### src/dol_pkg.sv
// Package with register map, field layout and reset values of the offset loop configuration.
package dol_pkg;
	localparam int DOL_ADDR_W = 6;
	localparam int DOL_DATA_W = 8;
	localparam logic [5:0] DOL_FREQ_CFG_ADDR = 6'h19;
	localparam logic [5:0] DOL_BSYNC_CFG_ADDR = 6'h18;
	localparam logic [7:0] DOL_FREQ_CFG_RST = 8'h36;
	localparam logic [7:0] DOL_BSYNC_CFG_RST = 8'h6C;
	localparam logic [7:0] DOL_FREQ_CFG_MASK = 8'h3F;
	// Fields of freq_offset_comp_config.
	localparam int DOL_GATE_BIT = 5;
	localparam int DOL_FPRE_LSB = 3;
	localparam int DOL_FPOST_BIT = 2;
	localparam int DOL_FLIM_LSB = 0;
	// Fields of bit_sync_config.
	localparam int DOL_IPRE_LSB = 6;
	localparam int DOL_PPRE_LSB = 4;
	localparam int DOL_IPOST_BIT = 3;
	localparam int DOL_PPOST_BIT = 2;
	localparam int DOL_RLIM_LSB = 0;
	// Frequency and integral gain outputs in halves of the base gain; the halved post-sync gain is one unit.
	localparam logic [3:0] DOL_HALF_GAIN = 4'h1;
	localparam logic [2:0] DOL_UNIT_GAIN = 3'h1;
	localparam int DOL_RSSI_W = 8;
endpackage

### src/dol_carrier_sense.sv
// Carrier sense detector with absolute and relative signal strength thresholds.
module dol_carrier_sense #(
	parameter int RSSI_W = dol_pkg::DOL_RSSI_W
) (
	input wire logic mclk_i,
	input wire logic rst_b_i,
	input wire logic rx_start_i,
	input wire logic rssi_valid_i,
	input wire logic signed [RSSI_W-1:0] rssi_i,
	input wire logic signed [RSSI_W-1:0] cs_abs_thr_i,
	input wire logic [RSSI_W-1:0] cs_rel_thr_i,
	output logic carrier_sense_o
);
	typedef struct packed {
		logic signed [RSSI_W-1:0] ref_lvl;
		logic cs;
	} dol_cs_s;

	dol_cs_s st_r;
	dol_cs_s st_nxt;
	logic signed [RSSI_W:0] rise;

	// The reference is the level at reception start, so a rise is measured against the floor.
	always_comb begin
		st_nxt = st_r;
		rise = (RSSI_W+1)'(rssi_i) - (RSSI_W+1)'(st_r.ref_lvl);
		if (rx_start_i) begin
			st_nxt.ref_lvl = rssi_i;
			st_nxt.cs = 1'b0;
		end else if (rssi_valid_i) begin
			st_nxt.cs = (rssi_i > cs_abs_thr_i) ||
				((cs_rel_thr_i != '0) && (rise >= $signed({1'b0, cs_rel_thr_i})));
		end
	end

	always_ff @(posedge mclk_i or negedge rst_b_i) begin
		if (!rst_b_i) begin
			st_r <= '0;
		end else begin
			st_r <= st_nxt;
		end
	end

	assign carrier_sense_o = st_r.cs;
endmodule

### src/dol_offset_loop_cfg.sv
// Frequency offset and clock recovery loop configuration with sync-dependent gain selection.
// How it works
// With gating set, both loops stay frozen until carrier sense goes high.
// Pre-sync frequency gain is K, 2K, 3K or 4K; reset code 10.
// Post-sync frequency gain keeps pre value or becomes K/2; bit resets to 1.
// Frequency offset clamp is 0, BW/8, BW/4, BW/2; code 00 disables; reset 10.
// Software must choose limit code 00 whenever on-off keying is used.
// Pre-sync integral gain is KI to 4KI; reset code 01.
// Pre-sync proportional gain is KP to 4KP; reset code 10.
// Post-sync integral gain keeps pre value or becomes KI/2; bit resets to 1.
// Post-sync proportional gain keeps pre value or becomes KP; bit resets to 1.
// Data rate clamp is 0, 3.125, 6.25 or 12.5 percent; reset code 00.
// Carrier sense rises on absolute threshold or relative rise of signal strength.
// Post-sync gains apply in the sync detect cycle, revert at reception start.
module dol_offset_loop_cfg #(
	parameter int RSSI_W = dol_pkg::DOL_RSSI_W
) (
	input wire logic mclk_i,
	input wire logic rst_b_i,
	input wire logic [dol_pkg::DOL_ADDR_W-1:0] reg_addr_i,
	input wire logic reg_wr_i,
	input wire logic [dol_pkg::DOL_DATA_W-1:0] reg_wdata_i,
	output logic [dol_pkg::DOL_DATA_W-1:0] reg_rdata_o,
	input wire logic rx_start_i,
	input wire logic sync_det_i,
	input wire logic rssi_valid_i,
	input wire logic signed [RSSI_W-1:0] rssi_i,
	input wire logic signed [RSSI_W-1:0] cs_abs_thr_i,
	input wire logic [RSSI_W-1:0] cs_rel_thr_i,
	output logic carrier_sense_o,
	output logic loops_run_o,
	output logic post_sync_o,
	output logic [3:0] freq_gain_o,
	output logic freq_comp_en_o,
	output logic [1:0] freq_limit_log2_o,
	output logic [3:0] clk_int_gain_o,
	output logic [2:0] clk_prop_gain_o,
	output logic [2:0] rate_limit_o
);
	typedef struct packed {
		logic [7:0] freq_cfg;
		logic [7:0] bsync_cfg;
		logic synced;
		logic [7:0] rdata;
	} dol_state_s;

	dol_state_s st_r;
	dol_state_s st_nxt;
	logic cs;
	logic loop_gate_on_carrier;
	logic [1:0] freq_gain_pre_sync;
	logic freq_gain_post_sync;
	logic [1:0] freq_offset_limit;
	logic [1:0] clk_integral_gain_pre_sync;
	logic [1:0] clk_proportional_gain_pre_sync;
	logic clk_integral_gain_post_sync;
	logic clk_proportional_gain_post_sync;
	logic [1:0] data_rate_offset_limit;
	logic post_active;
	logic [3:0] freq_pre_units;
	logic [3:0] int_pre_units;
	logic [2:0] prop_pre_units;

	dol_carrier_sense #(
		.RSSI_W(RSSI_W)
	) u_cs (
		.mclk_i(mclk_i),
		.rst_b_i(rst_b_i),
		.rx_start_i(rx_start_i),
		.rssi_valid_i(rssi_valid_i),
		.rssi_i(rssi_i),
		.cs_abs_thr_i(cs_abs_thr_i),
		.cs_rel_thr_i(cs_rel_thr_i),
		.carrier_sense_o(cs)
	);

	assign loop_gate_on_carrier = st_r.freq_cfg[dol_pkg::DOL_GATE_BIT];
	assign freq_gain_pre_sync = st_r.freq_cfg[dol_pkg::DOL_FPRE_LSB +: 2];
	assign freq_gain_post_sync = st_r.freq_cfg[dol_pkg::DOL_FPOST_BIT];
	assign freq_offset_limit = st_r.freq_cfg[dol_pkg::DOL_FLIM_LSB +: 2];
	assign clk_integral_gain_pre_sync = st_r.bsync_cfg[dol_pkg::DOL_IPRE_LSB +: 2];
	assign clk_proportional_gain_pre_sync = st_r.bsync_cfg[dol_pkg::DOL_PPRE_LSB +: 2];
	assign clk_integral_gain_post_sync = st_r.bsync_cfg[dol_pkg::DOL_IPOST_BIT];
	assign clk_proportional_gain_post_sync = st_r.bsync_cfg[dol_pkg::DOL_PPOST_BIT];
	assign data_rate_offset_limit = st_r.bsync_cfg[dol_pkg::DOL_RLIM_LSB +: 2];

	always_comb begin
		st_nxt = st_r;
		if (reg_wr_i && (reg_addr_i == dol_pkg::DOL_FREQ_CFG_ADDR)) begin
			st_nxt.freq_cfg = reg_wdata_i & dol_pkg::DOL_FREQ_CFG_MASK;
		end
		if (reg_wr_i && (reg_addr_i == dol_pkg::DOL_BSYNC_CFG_ADDR)) begin
			st_nxt.bsync_cfg = reg_wdata_i;
		end
		// A sync event in the same cycle as a new reception wins, so it is never lost.
		if (sync_det_i) begin
			st_nxt.synced = 1'b1;
		end else if (rx_start_i) begin
			st_nxt.synced = 1'b0;
		end
		unique case (reg_addr_i)
			dol_pkg::DOL_FREQ_CFG_ADDR: st_nxt.rdata = st_r.freq_cfg;
			dol_pkg::DOL_BSYNC_CFG_ADDR: st_nxt.rdata = st_r.bsync_cfg;
			default: st_nxt.rdata = 8'h00;
		endcase
	end

	always_ff @(posedge mclk_i or negedge rst_b_i) begin
		if (!rst_b_i) begin
			st_r.freq_cfg <= dol_pkg::DOL_FREQ_CFG_RST;
			st_r.bsync_cfg <= dol_pkg::DOL_BSYNC_CFG_RST;
			st_r.synced <= 1'b0;
			st_r.rdata <= 8'h00;
		end else begin
			st_r <= st_nxt;
		end
	end

	// The gain switch is combinational on the sync pulse so the loop sees it without delay.
	assign post_active = st_r.synced || sync_det_i;
	assign freq_pre_units = {1'b0, freq_gain_pre_sync, 1'b0} + 4'h2;
	assign int_pre_units = {1'b0, clk_integral_gain_pre_sync, 1'b0} + 4'h2;
	assign prop_pre_units = {1'b0, clk_proportional_gain_pre_sync} + 3'h1;

	always_comb begin
		freq_gain_o = freq_pre_units;
		clk_int_gain_o = int_pre_units;
		clk_prop_gain_o = prop_pre_units;
		if (post_active && freq_gain_post_sync) begin
			freq_gain_o = dol_pkg::DOL_HALF_GAIN;
		end
		if (post_active && clk_integral_gain_post_sync) begin
			clk_int_gain_o = dol_pkg::DOL_HALF_GAIN;
		end
		if (post_active && clk_proportional_gain_post_sync) begin
			clk_prop_gain_o = dol_pkg::DOL_UNIT_GAIN;
		end
	end

	// Code 00 turns compensation off; otherwise the clamp is bandwidth over two to this power.
	assign freq_comp_en_o = (freq_offset_limit != 2'b00);
	assign freq_limit_log2_o = 2'(3'h4 - {1'b0, freq_offset_limit});
	// Rate clamp in units of 1/32 of the data rate.
	assign rate_limit_o = (data_rate_offset_limit == 2'b00) ? 3'h0 :
		3'(3'h1 << (data_rate_offset_limit - 2'b01));
	// With on-off keying software keeps the limit at 00, so no correction leaks through.
	assign loops_run_o = !loop_gate_on_carrier || cs;
	assign carrier_sense_o = cs;
	assign post_sync_o = post_active;
	assign reg_rdata_o = st_r.rdata;
endmodule

### config.mk
export PLATFORM = sky130hd
export DESIGN_NAME = dol_offset_loop_cfg
export DESIGN_NICKNAME = d
export VERILOG_FILES = /design/src/dol_pkg.sv /design/src/dol_carrier_sense.sv /design/src/dol_offset_loop_cfg.sv
export SDC_FILE = /design/constraint.sdc
export NUM_CORES = 1
export LEC_CHECK = 0
export BUFFER_PORTS_ARGS = -buffer_cell sky130_fd_sc_hd__buf_2
export CAP_MARGIN = 20
export CORE_ASPECT_RATIO = 1.5
export CORE_MARGIN = 2
export CORE_UTILIZATION = 55
export DETAILED_ROUTE_END_ITERATION = 12
export HOLD_SLACK_MARGIN = 0.06
export PLACE_DENSITY_LB_ADDON = 0.08
export SYNTH_ARGS = -nofsm -noshare
export SYNTH_HDL_FRONTEND = slang
export SYNTH_SLANG_ARGS = --single-unit
### constraint.sdc
create_clock -name mclk_i -period 6.1 [get_ports mclk_i]
set_clock_uncertainty 0.05 [all_clocks]
set_input_delay 1.525 -clock mclk_i [delete_from_list [all_inputs] [get_ports mclk_i]]
set_output_delay 1.525 -clock mclk_i [all_outputs]
set_load 0.02 [all_outputs]
==> results of run 1 <==
[placed cells by master (no fill, tap or decap), drive strengths merged, types with 2 or more instances in the layout]
| master | instances |
|---|---|
| a31oi | 2 |
| nand3 | 2 |
| nor4 | 2 |
| nor2b | 5 |
| nand2 | 16 |
| dfstp | 8 |
| nor2 | 16 |
| and2 | 10 |
| ha | 28 |
| nand2b | 4 |
| a21o | 6 |
| clkbuf | 5 |
| xnor2 | 4 |
| mux2 | 13 |
| dfrtp | 24 |
| or2 | 2 |
| inv | 32 |
| a21oi | 7 |
| o21ai | 14 |
| buf | 71 |
| mux2i | 6 |
[power groups by stage]
stage                     logic [mW]  clock network, mW  registers, mW
after global routing           0.237              0.213          0.255
after floorplan                0.144                  0          0.252
after global placement         0.201                  0          0.255
final                          0.207              0.200          0.252
after CTS                      0.209              0.203          0.252
after detailed placement       0.208                  0          0.256
[worst max-delay path, cell delays in order]
cell,delay (ns)
sky130_fd_sc_hd__buf_2,0.09
sky130_fd_sc_hd__inv_1,0.05
sky130_fd_sc_hd__ha_1,0.23
sky130_fd_sc_hd__fa_1,0.43
sky130_fd_sc_hd__nand2b_1,0.18
sky130_fd_sc_hd__a21oi_1,0.24
sky130_fd_sc_hd__o311a_1,0.20
sky130_fd_sc_hd__a21oi_1,0.05
sky130_fd_sc_hd__ha_1,0.30
sky130_fd_sc_hd__a21o_1,0.18
sky130_fd_sc_hd__a221oi_1,0.29
sky130_fd_sc_hd__o21ai_0,0.14
sky130_fd_sc_hd__o211ai_1,0.12
sky130_fd_sc_hd__a211oi_1,0.09
[stage by stage]
stage / power, mW / instance area, µm²
after global placement: 0.4558 / 2559
after detailed placement: 0.4641 / 2559
after CTS: 0.6649 / 2670
after floorplan: 0.3963 / 2247
final: 0.6582 / 2670
after global routing: 0.7050 / 2670
[layer usage]
layer,up-vias,track usage (%),routed length [µm]
met2,64,41.53,2486
met5,-,0,0
met1,819,23.24,1666
met3,13,3.894,231
met4,0,12.62,194
li1,878,-,-
[worst max path at each step]
stage | start | cells past startpoint | end | slack [ns]
5_1_grt | rssi_i[0] | 14 | u_cs.carrier_sense_o$_DFFE_PN0P_ | 1.87
4_1_cts | rssi_i[0] | 14 | u_cs.carrier_sense_o$_DFFE_PN0P_ | 2.12
3_5_place_dp | rssi_i[0] | 14 | u_cs.carrier_sense_o$_DFFE_PN0P_ | 1.82
2_1_floorplan | sync_det_i | 4 | clk_int_gain_o[1] | 2.12
6_report | rssi_i[0] | 14 | u_cs.carrier_sense_o$_DFFE_PN0P_ | 2.11
3_3_place_gp | rssi_i[0] | 14 | u_cs.carrier_sense_o$_DFFE_PN0P_ | 1.93
[sequential cells by signal, indices dropped and copies added (netlist names)]
signal                           count
st_r                                 1
u_cs.st_r                            8
clk_proportional_gain_post_sync      1
freq_gain_pre_sync                   2
clk_integral_gain_pre_sync           2
clk_integral_gain_post_sync          1
data_rate_offset_limit               2
u_cs.carrier_sense_o                 1
freq_offset_limit                    2
loop_gate_on_carrier                 1
clk_proportional_gain_pre_sync       2
freq_gain_post_sync                  1
reg_rdata_o                          8
[area by class of cell]
type	instances	area share (%)
Inverter	32	4.499
Multi-Input combinational cell	150	45.55
Sequential cell	32	30.37
Timing Repair Buffer	71	13.31
Tap cell	45	2.109
Clock buffer	5	2.577
Clock inverter	3	1.593
[kinds of logic after synthesis]
logic type / after synthesis / share of synthesized area (%)
AOI/OAI and AO/OA: 36 / 9.967
xor gates and xnor gates: 4 / 1.559
adders and majority gates: 29 / 16.48
buffers and inverters: 45 / 9.800
DFF: 32 / 36.08
muxes: 19 / 10.52
and+or+nand+nor: 62 / 15.59
==> report_table.html, run 1 <==
<table>
<tr><th>Metric</th><th>Value</th></tr>
<tr><th colspan="2">Run status</th></tr>
<tr><td>Run status</td><td>completed</td></tr>
<tr><th colspan="2">Die</th></tr>
<tr><td>Die height</td><td>82.29 µm</td></tr>
<tr><td>Core Area</td><td>3924 µm²</td></tr>
<tr><td>Die area</td><td>roughly 4600 µm²</td></tr>
<tr><td>Width of the chip</td><td>56.19 µm</td></tr>
<tr><td>Standard-cell rows</td><td>28</td></tr>
<tr><td>Initial Util</td><td>57.27%</td></tr>
<tr><td>I/O Pins</td><td>72</td></tr>
<tr><th colspan="2">Cells and area</th></tr>
<tr><td>Post-Route Utilization</td><td>between 60% and 70%</td></tr>
<tr><td>Layout overhead on the synthesized area</td><td>18.82%</td></tr>
<tr><td>Non-filler cells in the finished layout</td><td>approximately 340</td></tr>
<tr><td>Area of the multi-input gates</td><td>1216 µm²</td></tr>
<tr><td>Fraction of final layout cells sized beyond drive strength 1</td><td>a little under two fifths</td></tr>
<tr><td>Number of nets in the finished design</td><td>365</td></tr>
<tr><td>Filler Cells Inserted</td><td>between 300 and 400</td></tr>
<tr><td>Flip-flop and latch area</td><td>810.8 µm²</td></tr>
<tr><td>Number of antenna cells inserted</td><td>0</td></tr>
<tr><th colspan="2">GRT</th></tr>
<tr><td>Global-route total usage across every layer</td><td>between 20% and 30%</td></tr>
<tr><td>Number of global-route vias before repair</td><td>1792</td></tr>
<tr><td>Antenna violations before repair</td><td>0</td></tr>
<tr><td>GRT Residual Overflow</td><td>0</td></tr>
<tr><td>First-pass GRT wire length</td><td>7886 µm</td></tr>
<tr><td>Pin count of the biggest net entering global routing</td><td>33</td></tr>
<tr><th colspan="2">Synthesis</th></tr>
<tr><td>Post-synth design cell area</td><td>roughly 2200 µm²</td></tr>
<tr><td>Area leader, netlist</td><td>sky130_fd_sc_hd__dfrtp_1</td></tr>
<tr><td>Number of enable-type register cells in the synthesized netlist</td><td>0</td></tr>
<tr><td>Count of synthesis-stage warnings from yosys</td><td>0</td></tr>
<tr><td>Cell with the most instances after synthesis</td><td>sky130_fd_sc_hd__inv_1</td></tr>
<tr><td>Number of instances in the synthesized netlist</td><td>between 200 and 250</td></tr>
<tr><td>Synth cell types</td><td>40</td></tr>
<tr><td>Primary flip-flop cell chosen by synthesis mapping</td><td>sky130_fd_sc_hd__dfrtp_1</td></tr>
<tr><td>Largest cells by area after synthesis</td><td>sky130_fd_sc_hd__dfrtp_1 27%, sky130_fd_sc_hd__ha_1 16%, sky130_fd_sc_hd__dfstp_2 9.4%</td></tr>
<tr><td>Post-synthesis sequential element count</td><td>32</td></tr>
<tr><td>Async S/R FF share, synth</td><td>between 90% and 100%</td></tr>
<tr><td>Net count after synthesis</td><td>300</td></tr>
<tr><td>Top-area cell type share of the netlist area</td><td>between 20% and 30%</td></tr>
<tr><td>Share of the yosys chip area belonging to registers</td><td>around 36%</td></tr>
<tr><td>Most used standard cells in the synthesized netlist</td><td>32 x sky130_fd_sc_hd__inv_1, 28 x sky130_fd_sc_hd__ha_1, 24 x sky130_fd_sc_hd__dfrtp_1</td></tr>
<tr><td>Mean post-synth cell area</td><td>a little under 10 µm²</td></tr>
<tr><th colspan="2">Place</th></tr>
<tr><td>HPWL after detailed placement</td><td>~3800 µm</td></tr>
<tr><td>Count of input and output buffers</td><td>71</td></tr>
<tr><td>Number of placed instances with taps included</td><td>330</td></tr>
<tr><td>Weighted congestion reported at the end of routability-driven placement</td><td>0.8216</td></tr>
<tr><td>DP Worst Slack</td><td>1.824 ns</td></tr>
<tr><th colspan="2">Power and ir drop</th></tr>
<tr><td>Leak Pwr</td><td>roughly 1.5 nW</td></tr>
<tr><td>Power per cell area</td><td>between 200 and 250 nW/µm²</td></tr>
<tr><td>Worst vdd ir</td><td>roughly 180 µV</td></tr>
<tr><td>NetSw</td><td>205.7 µW</td></tr>
<tr><td>Power share of the clock group</td><td>30.3%</td></tr>
<tr><td>Internal power</td><td>approximately 450 µW</td></tr>
<tr><td>Share of total power consumed by net switching</td><td>31.26%</td></tr>
<tr><td>Fraction of power consumed by sequential logic</td><td>38.3%</td></tr>
<tr><td>Combinational Power Share</td><td>31.4%</td></tr>
<tr><th colspan="2">STA</th></tr>
<tr><td>Max Transition Viols Final</td><td>0</td></tr>
<tr><td>Max Freq</td><td>250.4 MHz</td></tr>
<tr><td>Period utilisation layout</td><td>65.47%</td></tr>
<tr><td>RSZ-0062 raised after global routing</td><td>no</td></tr>
<tr><td>Tightest Pin Transition</td><td>0.7001 ns</td></tr>
<tr><td>Final number of setup-violating endpoints</td><td>0</td></tr>
<tr><td>Hold violation count in the final report</td><td>0</td></tr>
<tr><td>Fin worst setup slack</td><td>2.107 ns</td></tr>
<tr><td>Max transition margin</td><td>around 53%</td></tr>
<tr><td>Post-Route Hold Slack</td><td>0.4183 ns</td></tr>
<tr><td>Minimum clock period</td><td>3.993 ns</td></tr>
<tr><td>Setup TNS Final</td><td>0 ns</td></tr>
<tr><th colspan="2">Route</th></tr>
<tr><td>Wire length reported by the detailed router</td><td>4579 µm</td></tr>
<tr><td>Number of design rule violations left after detail routing</td><td>0</td></tr>
<tr><td>Remaining antenna violation count</td><td>0</td></tr>
<tr><td>Per-cell via count in the routed design</td><td>5.249</td></tr>
<tr><td>Total via count after detailed routing</td><td>1774</td></tr>
<tr><td>TritonRoute pass-1 iters</td><td>4</td></tr>
<tr><td>Drt wl/cell</td><td>13.55 µm</td></tr>
<tr><td>Iteration-0 DRC count of the detailed router</td><td>16</td></tr>
<tr><th colspan="2">Clock tree</th></tr>
<tr><td>Number of levels the H-tree was split into</td><td>2</td></tr>
<tr><td>Clock network latency to the later pin of the worst-skew pair</td><td>0.29 ns</td></tr>
<tr><td>Postcts setup bufs</td><td>0</td></tr>
<tr><td>Count of hold buffers inserted by post-cts repair</td><td>0</td></tr>
<tr><td>Number of gates resized after CTS</td><td>0</td></tr>
<tr><td>Clk slew on worst S/H paths</td><td>0.06 ns</td></tr>
<tr><td>Maximum root-to-sink buffer count</td><td>2</td></tr>
<tr><td>Clk sink count</td><td>32</td></tr>
<tr><td>Number of buffers created by CTS</td><td>5</td></tr>
<tr><td>CTS tree</td><td>built</td></tr>
<tr><td>Master cell of the clock root buffer</td><td>sky130_fd_sc_hd__clkbuf_8</td></tr>
<tr><th colspan="2">Critical path</th></tr>
<tr><td>CP Max Fanout</td><td>3</td></tr>
<tr><td>Startpoint of the worst-slack reg-to-reg timing path</td><td>u_cs.st_r[1]$_DFFE_PN0P_</td></tr>
<tr><td>Crit. End Element</td><td>register</td></tr>
<tr><td>Data required time at the worst endpoint</td><td>6.21 ns</td></tr>
<tr><td>Setup crit start kind</td><td>input pin</td></tr>
<tr><td>Crit Reg-Reg Endpoint</td><td>u_cs.carrier_sense_o$_DFFE_PN0P_</td></tr>
<tr><td>FF-to-FF setup slack</td><td>3.11 ns</td></tr>
<tr><td>Reg2reg path depth</td><td>12</td></tr>
<tr><td>Worst Path Class, Setup</td><td>in2reg</td></tr>
<tr><td>Signal arrival time at the worst endpoint</td><td>slightly above 4 ns</td></tr>
<tr><th colspan="2">Job</th></tr>
<tr><td>Max-capacitance violation count</td><td>0</td></tr>
<tr><th colspan="2">Worst hold path</th></tr>
<tr><td>Worst Hold Class</td><td>reg2reg</td></tr>
<tr><td>Hold wc startpoint</td><td>st_r[8]$_DFFE_PN0P_</td></tr>
<tr><td>Worst hold endpoint</td><td>st_r[8]$_DFFE_PN0P_</td></tr>
<tr><td>Min-Delay Path Depth</td><td>1</td></tr>
</table>
Note: power is estimated with default switching activity, not from simulation.
==> run 2, diff against run 1 <==
Settings changed: ABC_AREA from default to 1, CORE_UTILIZATION 55 to 52.
Clock period 6.1 ns to 4.1 ns, I/O delays scaled along.
==> run 2 against run 1 <==
Critical path depth rose by 4. Setup slack got worse by 1.1 ns. Synthesized cell count rose by 29%. Register-to-register slack got worse by 1.6 ns. Critical path type unchanged. Highest routed layer unchanged.
==> report_table.html, run 2 <==
<table>
<tr><th>Metric</th><th>Value</th></tr>
<tr><th colspan="2">Die</th></tr>
<tr><td>Width of the chip</td><td>58.32 µm (+3.8%)</td></tr>
<tr><td>I/O Pins</td><td>72 (unchanged)</td></tr>
<tr><td>Die height</td><td>85.47 µm (+3.9%)</td></tr>
<tr><td>Initial Util</td><td>54.20% (-3.1 points)</td></tr>
<tr><td>Standard-cell rows</td><td>29 (+3.6%)</td></tr>
<tr><td>Die area</td><td>4984 µm² (+7.8%)</td></tr>
<tr><td>Core Area</td><td>4245 µm² (+8.2%)</td></tr>
<tr><th colspan="2">Route</th></tr>
<tr><td>Iteration-0 DRC count of the detailed router</td><td>45 (+29)</td></tr>
<tr><td>Number of design rule violations left after detail routing</td><td>0 (unchanged)</td></tr>
<tr><td>Total via count after detailed routing</td><td>1945 (+9.6%)</td></tr>
<tr><td>Per-cell via count in the routed design</td><td>4.791 (-8.7%)</td></tr>
<tr><td>Drt wl/cell</td><td>11.57 µm (-15%)</td></tr>
<tr><td>TritonRoute pass-1 iters</td><td>4 (unchanged)</td></tr>
<tr><td>Wire length reported by the detailed router</td><td>4699 µm (+2.6%)</td></tr>
<tr><td>Remaining antenna violation count</td><td>0 (unchanged)</td></tr>
<tr><th colspan="2">STA</th></tr>
<tr><td>Max transition margin</td><td>55.23% (+1.9 points)</td></tr>
<tr><td>Max Transition Viols Final</td><td>0 (unchanged)</td></tr>
<tr><td>RSZ-0062 raised after global routing</td><td>no</td></tr>
<tr><td>Final number of setup-violating endpoints</td><td>0 (unchanged)</td></tr>
<tr><td>Setup TNS Final</td><td>0 ns (unchanged)</td></tr>
<tr><td>Period utilisation layout</td><td>roughly 76%</td></tr>
<tr><td>Minimum clock period</td><td>approximately 3.1 ns</td></tr>
<tr><td>Max Freq</td><td>319.4 MHz</td></tr>
<tr><td>Hold violation count in the final report</td><td>0 (unchanged)</td></tr>
<tr><td>Tightest Pin Transition</td><td>0.6716 ns (-0.02853 ns)</td></tr>
<tr><td>Fin worst setup slack</td><td>0.9694 ns (-1.137 ns)</td></tr>
<tr><th colspan="2">Cells and area</th></tr>
<tr><td>Number of nets in the finished design</td><td>432 (+18%)</td></tr>
<tr><td>Fraction of final layout cells sized beyond drive strength 1</td><td>28.06% (-9.1 points)</td></tr>
<tr><td>Number of antenna cells inserted</td><td>0 (unchanged)</td></tr>
<tr><td>Most common library cell in the layout ignoring fill and taps</td><td>sky130_fd_sc_hd__buf_2</td></tr>
<tr><td>Layout overhead on the synthesized area</td><td>19.20%</td></tr>
<tr><td>Top library cells by usage in the layout, fill and taps aside</td><td>71 x sky130_fd_sc_hd__buf_2, 65 x sky130_fd_sc_hd__inv_1, 58 x sky130_fd_sc_hd__nand2_1</td></tr>
<tr><td>Filler Cells Inserted</td><td>381 (+7.3%)</td></tr>
<tr><td>Fin area</td><td>2743 µm² (+2.7%)</td></tr>
<tr><th colspan="2">Critical path</th></tr>
<tr><td>Setup crit start kind</td><td>input pin</td></tr>
<tr><td>Cells along the critical path</td><td>buf_2 -&gt; inv_1 -&gt; ha_1 -&gt; fa_1 -&gt; nand3b_1 -&gt; nand2_1 -&gt; xor2_1 -&gt; ha_1 -&gt; nand2_1 -&gt; nor2_1 -&gt; nand2_1 -&gt; nand3_1 -&gt; nand2_1 -&gt; nand2_1 -&gt; nand2_1 -&gt; a21oi_1 -&gt; nor2_1 -&gt; nor2_1</td></tr>
<tr><td>Signal arrival time at the worst endpoint</td><td>3.29 ns (-0.82 ns)</td></tr>
<tr><td>Data required time at the worst endpoint</td><td>4.26 ns (-1.95 ns)</td></tr>
<tr><td>Critical Path Slowest Stage Cell</td><td>sky130_fd_sc_hd__fa_1</td></tr>
<tr><td>Crit Reg-Reg Endpoint</td><td>u_cs.carrier_sense_o$_DFFE_PN0P_</td></tr>
<tr><td>Most repeated library cell on the critical path</td><td>sky130_fd_sc_hd__nand2_1</td></tr>
<tr><td>Crit. End Element</td><td>register</td></tr>
<tr><td>CP Max Fanout</td><td>3 (unchanged)</td></tr>
<tr><td>FF-to-FF setup slack</td><td>1.48 ns (-1.63 ns)</td></tr>
<tr><td>Startpoint of the worst-slack reg-to-reg timing path</td><td>u_cs.st_r[1]$_DFFE_PN0P_</td></tr>
<tr><td>Reg2reg path depth</td><td>16 (+4)</td></tr>
<tr><td>Worst Path Class, Setup</td><td>in2reg</td></tr>
<tr><td>Crit-path max cell delay</td><td>0.42 ns (about the same)</td></tr>
<tr><th colspan="2">Synthesis</th></tr>
<tr><td>Primary flip-flop cell chosen by synthesis mapping</td><td>sky130_fd_sc_hd__dfrtp_1</td></tr>
<tr><td>Synth cell types</td><td>33 (-18%)</td></tr>
<tr><td>Largest cells by area after synthesis</td><td>sky130_fd_sc_hd__dfrtp_1 26%, sky130_fd_sc_hd__ha_1 15%, sky130_fd_sc_hd__inv_1 11%</td></tr>
<tr><td>Top-area cell type share of the netlist area</td><td>26.10% (-0.62 points)</td></tr>
<tr><td>Area leader, netlist</td><td>sky130_fd_sc_hd__dfrtp_1</td></tr>
<tr><td>Number of instances in the synthesized netlist</td><td>293 (+29%)</td></tr>
<tr><td>Post-synthesis sequential element count</td><td>32 (unchanged)</td></tr>
<tr><td>Most used standard cells in the synthesized netlist</td><td>65 x sky130_fd_sc_hd__inv_1, 58 x sky130_fd_sc_hd__nand2_1, 28 x sky130_fd_sc_hd__ha_1</td></tr>
<tr><td>Net count after synthesis</td><td>366 (+22%)</td></tr>
<tr><td>Share of the yosys chip area belonging to registers</td><td>35.24% (-0.84 points)</td></tr>
<tr><td>Count of synthesis-stage warnings from yosys</td><td>0 (unchanged)</td></tr>
<tr><td>Number of enable-type register cells in the synthesized netlist</td><td>0 (unchanged)</td></tr>
<tr><td>Mean post-synth cell area</td><td>7.853 µm² (-21%)</td></tr>
<tr><td>Async S/R FF share, synth</td><td>100.0% (unchanged)</td></tr>
<tr><td>Cell with the most instances after synthesis</td><td>sky130_fd_sc_hd__inv_1</td></tr>
<tr><td>Post-synth design cell area</td><td>2301 µm² (+2.4%)</td></tr>
<tr><th colspan="2">GRT</th></tr>
<tr><td>GR met1 Demand/Resource</td><td>19.33% (-3.9 points)</td></tr>
<tr><td>Met3 routing resource usage after global routing</td><td>4.726% (+0.83 points)</td></tr>
<tr><td>Antenna violations before repair</td><td>0 (unchanged)</td></tr>
<tr><td>Global-route total usage across every layer</td><td>20.51% (-1.6 points)</td></tr>
<tr><td>GR Layer Usage met2</td><td>38.41% (-3.1 points)</td></tr>
<tr><td>Global routing's busiest layer</td><td>met2</td></tr>
<tr><td>Pin count of the biggest net entering global routing</td><td>33 (unchanged)</td></tr>
<tr><td>GRT Residual Overflow</td><td>0 (unchanged)</td></tr>
<tr><td>First-pass GRT wire length</td><td>7755 µm (-1.7%)</td></tr>
<tr><td>Number of global-route vias before repair</td><td>1916 (+6.9%)</td></tr>
<tr><th colspan="2">Clock tree</th></tr>
<tr><td>Number of buffers created by CTS</td><td>5 (unchanged)</td></tr>
<tr><td>Number of gates resized after CTS</td><td>0 (unchanged)</td></tr>
<tr><td>Clock network latency to the later pin of the worst-skew pair</td><td>0.28 ns (about the same)</td></tr>
<tr><td>Clk sink count</td><td>32 (unchanged)</td></tr>
<tr><td>Maximum root-to-sink buffer count</td><td>2 (unchanged)</td></tr>
<tr><td>Postcts setup bufs</td><td>0 (unchanged)</td></tr>
<tr><td>Clk slew on worst S/H paths</td><td>0.06 ns (about the same)</td></tr>
<tr><td>Master cell of the clock root buffer</td><td>sky130_fd_sc_hd__clkbuf_8</td></tr>
<tr><td>Count of hold buffers inserted by post-cts repair</td><td>0 (unchanged)</td></tr>
<tr><td>CTS tree</td><td>built</td></tr>
<tr><td>Number of levels the H-tree was split into</td><td>2 (unchanged)</td></tr>
<tr><th colspan="2">Place</th></tr>
<tr><td>HPWL after detailed placement</td><td>4044 µm (+6.3%)</td></tr>
<tr><td>DP Worst Slack</td><td>0.6924 ns (-1.132 ns)</td></tr>
<tr><td>Post-detailed-placement cell area</td><td>2616 µm² (+2.2%)</td></tr>
<tr><td>Weighted congestion reported at the end of routability-driven placement</td><td>0.8689 (+5.8%)</td></tr>
<tr><td>Count of input and output buffers</td><td>71 (unchanged)</td></tr>
<tr><th colspan="2">Run status</th></tr>
<tr><td>Run status</td><td>completed</td></tr>
<tr><th colspan="2">Power and ir drop</th></tr>
<tr><td>Leak Pwr</td><td>1.633 nW (+9.1%)</td></tr>
<tr><td>Power per cell area</td><td>380.8 nW/µm² (+54%)</td></tr>
<tr><td>Worst vdd ir</td><td>351.4 µV (+93%)</td></tr>
<tr><th colspan="2">Worst hold path</th></tr>
<tr><td>Worst hold endpoint</td><td>u_cs.st_r[1]$_DFFE_PN0P_</td></tr>
<tr><td>Worst Hold Class</td><td>reg2reg</td></tr>
<tr><td>Min-Delay Path Depth</td><td>2 (+1)</td></tr>
<tr><td>Hold wc startpoint</td><td>u_cs.st_r[1]$_DFFE_PN0P_</td></tr>
<tr><th colspan="2">Job</th></tr>
<tr><td>Max-capacitance violation count</td><td>0 (unchanged)</td></tr>
</table>
run 2: changes by cell type after synthesis, moves of 4 or more:
cell	change
sky130_fd_sc_hd__nand2_1	+42
sky130_fd_sc_hd__inv_1	+33
sky130_fd_sc_hd__nor2_1	+13
sky130_fd_sc_hd__mux2_4	-8
sky130_fd_sc_hd__a21oi_1	+7
sky130_fd_sc_hd__and2_1	-7
sky130_fd_sc_hd__a21o_1	-6
sky130_fd_sc_hd__mux2i_1	-6
sky130_fd_sc_hd__o21ai_0	+6
sky130_fd_sc_hd__nor2b_1	-5
sky130_fd_sc_hd__nand2b_1	-4
run 2: final cells by class:
cell class	count	area [µm²]	share of cell area (%)
tap	46	57.56	2.099
multi-input combinational	183	1145	41.74
timing repair buffer	71	355.3	12.96
clock buffer	7	96.34	3.513
clock inverter	1	30.03	1.095
inverter	66	247.7	9.033
sequential	32	810.8	29.56
run 2: cell families after synthesis:
logic type | after synthesis | share of synthesized area [%]
xor+xnor | 6 | 2.284
flops | 32 | 35.24
compound gates | 43 | 10.17
simple gates | 102 | 19.74
fa+ha+maj | 29 | 16.10
mux | 3 | 1.468
buf+inv | 78 | 15.01
run 2: report_power, final:
part           switching [mW]  leakage (nW)  internal, mW  total, mW
registers              0.0179         0.381         0.359      0.377
clock network           0.108        0.0645         0.214      0.323
logic                   0.210          1.19         0.136      0.345
total                   0.336          1.63         0.708       1.04
run 2: metrics by stage:
stage / hold slack [ns] / util (%) / cells / total power, mW
finish: 0.4565 / 64.60 / 406 / 1.045
global route: 0.4762 / 64.60 / 406 / 1.123
floorplan: 0.4070 / - / 293 / 0.6238
detailed placement: 0.4452 / 61.63 / 398 / 0.7319
global placement: 0.4343 / 61.63 / 398 / 0.7215
CTS: 0.4626 / 64.60 / 406 / 1.060
run 2: metal layers:
layer / vias up / routed length, µm
met4: 0 / 203
met1: 850 / 1676
li1: 1036 / -
met2: 48 / 2601
met3: 11 / 219
met5: - / 0
run 2: worst max path at each step:
stage	cells after the start	slack (ns)	start	endpoint
2_1_floorplan	14	1.01	rssi_i[0]	u_cs.carrier_sense_o$_DFFE_PN0P_
3_3_place_gp	18	0.80	rssi_i[0]	u_cs.carrier_sense_o$_DFFE_PN0P_
3_5_place_dp	18	0.69	rssi_i[0]	u_cs.carrier_sense_o$_DFFE_PN0P_
4_1_cts	18	0.98	rssi_i[0]	u_cs.carrier_sense_o$_DFFE_PN0P_
5_1_grt	18	0.74	rssi_i[0]	u_cs.carrier_sense_o$_DFFE_PN0P_
6_report	18	0.97	rssi_i[0]	u_cs.carrier_sense_o$_DFFE_PN0P_
run 2: worst max-delay path: cells and delay by family:
family	cells	cell delay, ns
adder cells (fa/ha/maj)	3	0.95
AND/OR/NAND/NOR	11	0.94
AO/OA/AOI/OAI	1	0.15
buffers and inverters	2	0.13
XOR/XNOR	1	0.10
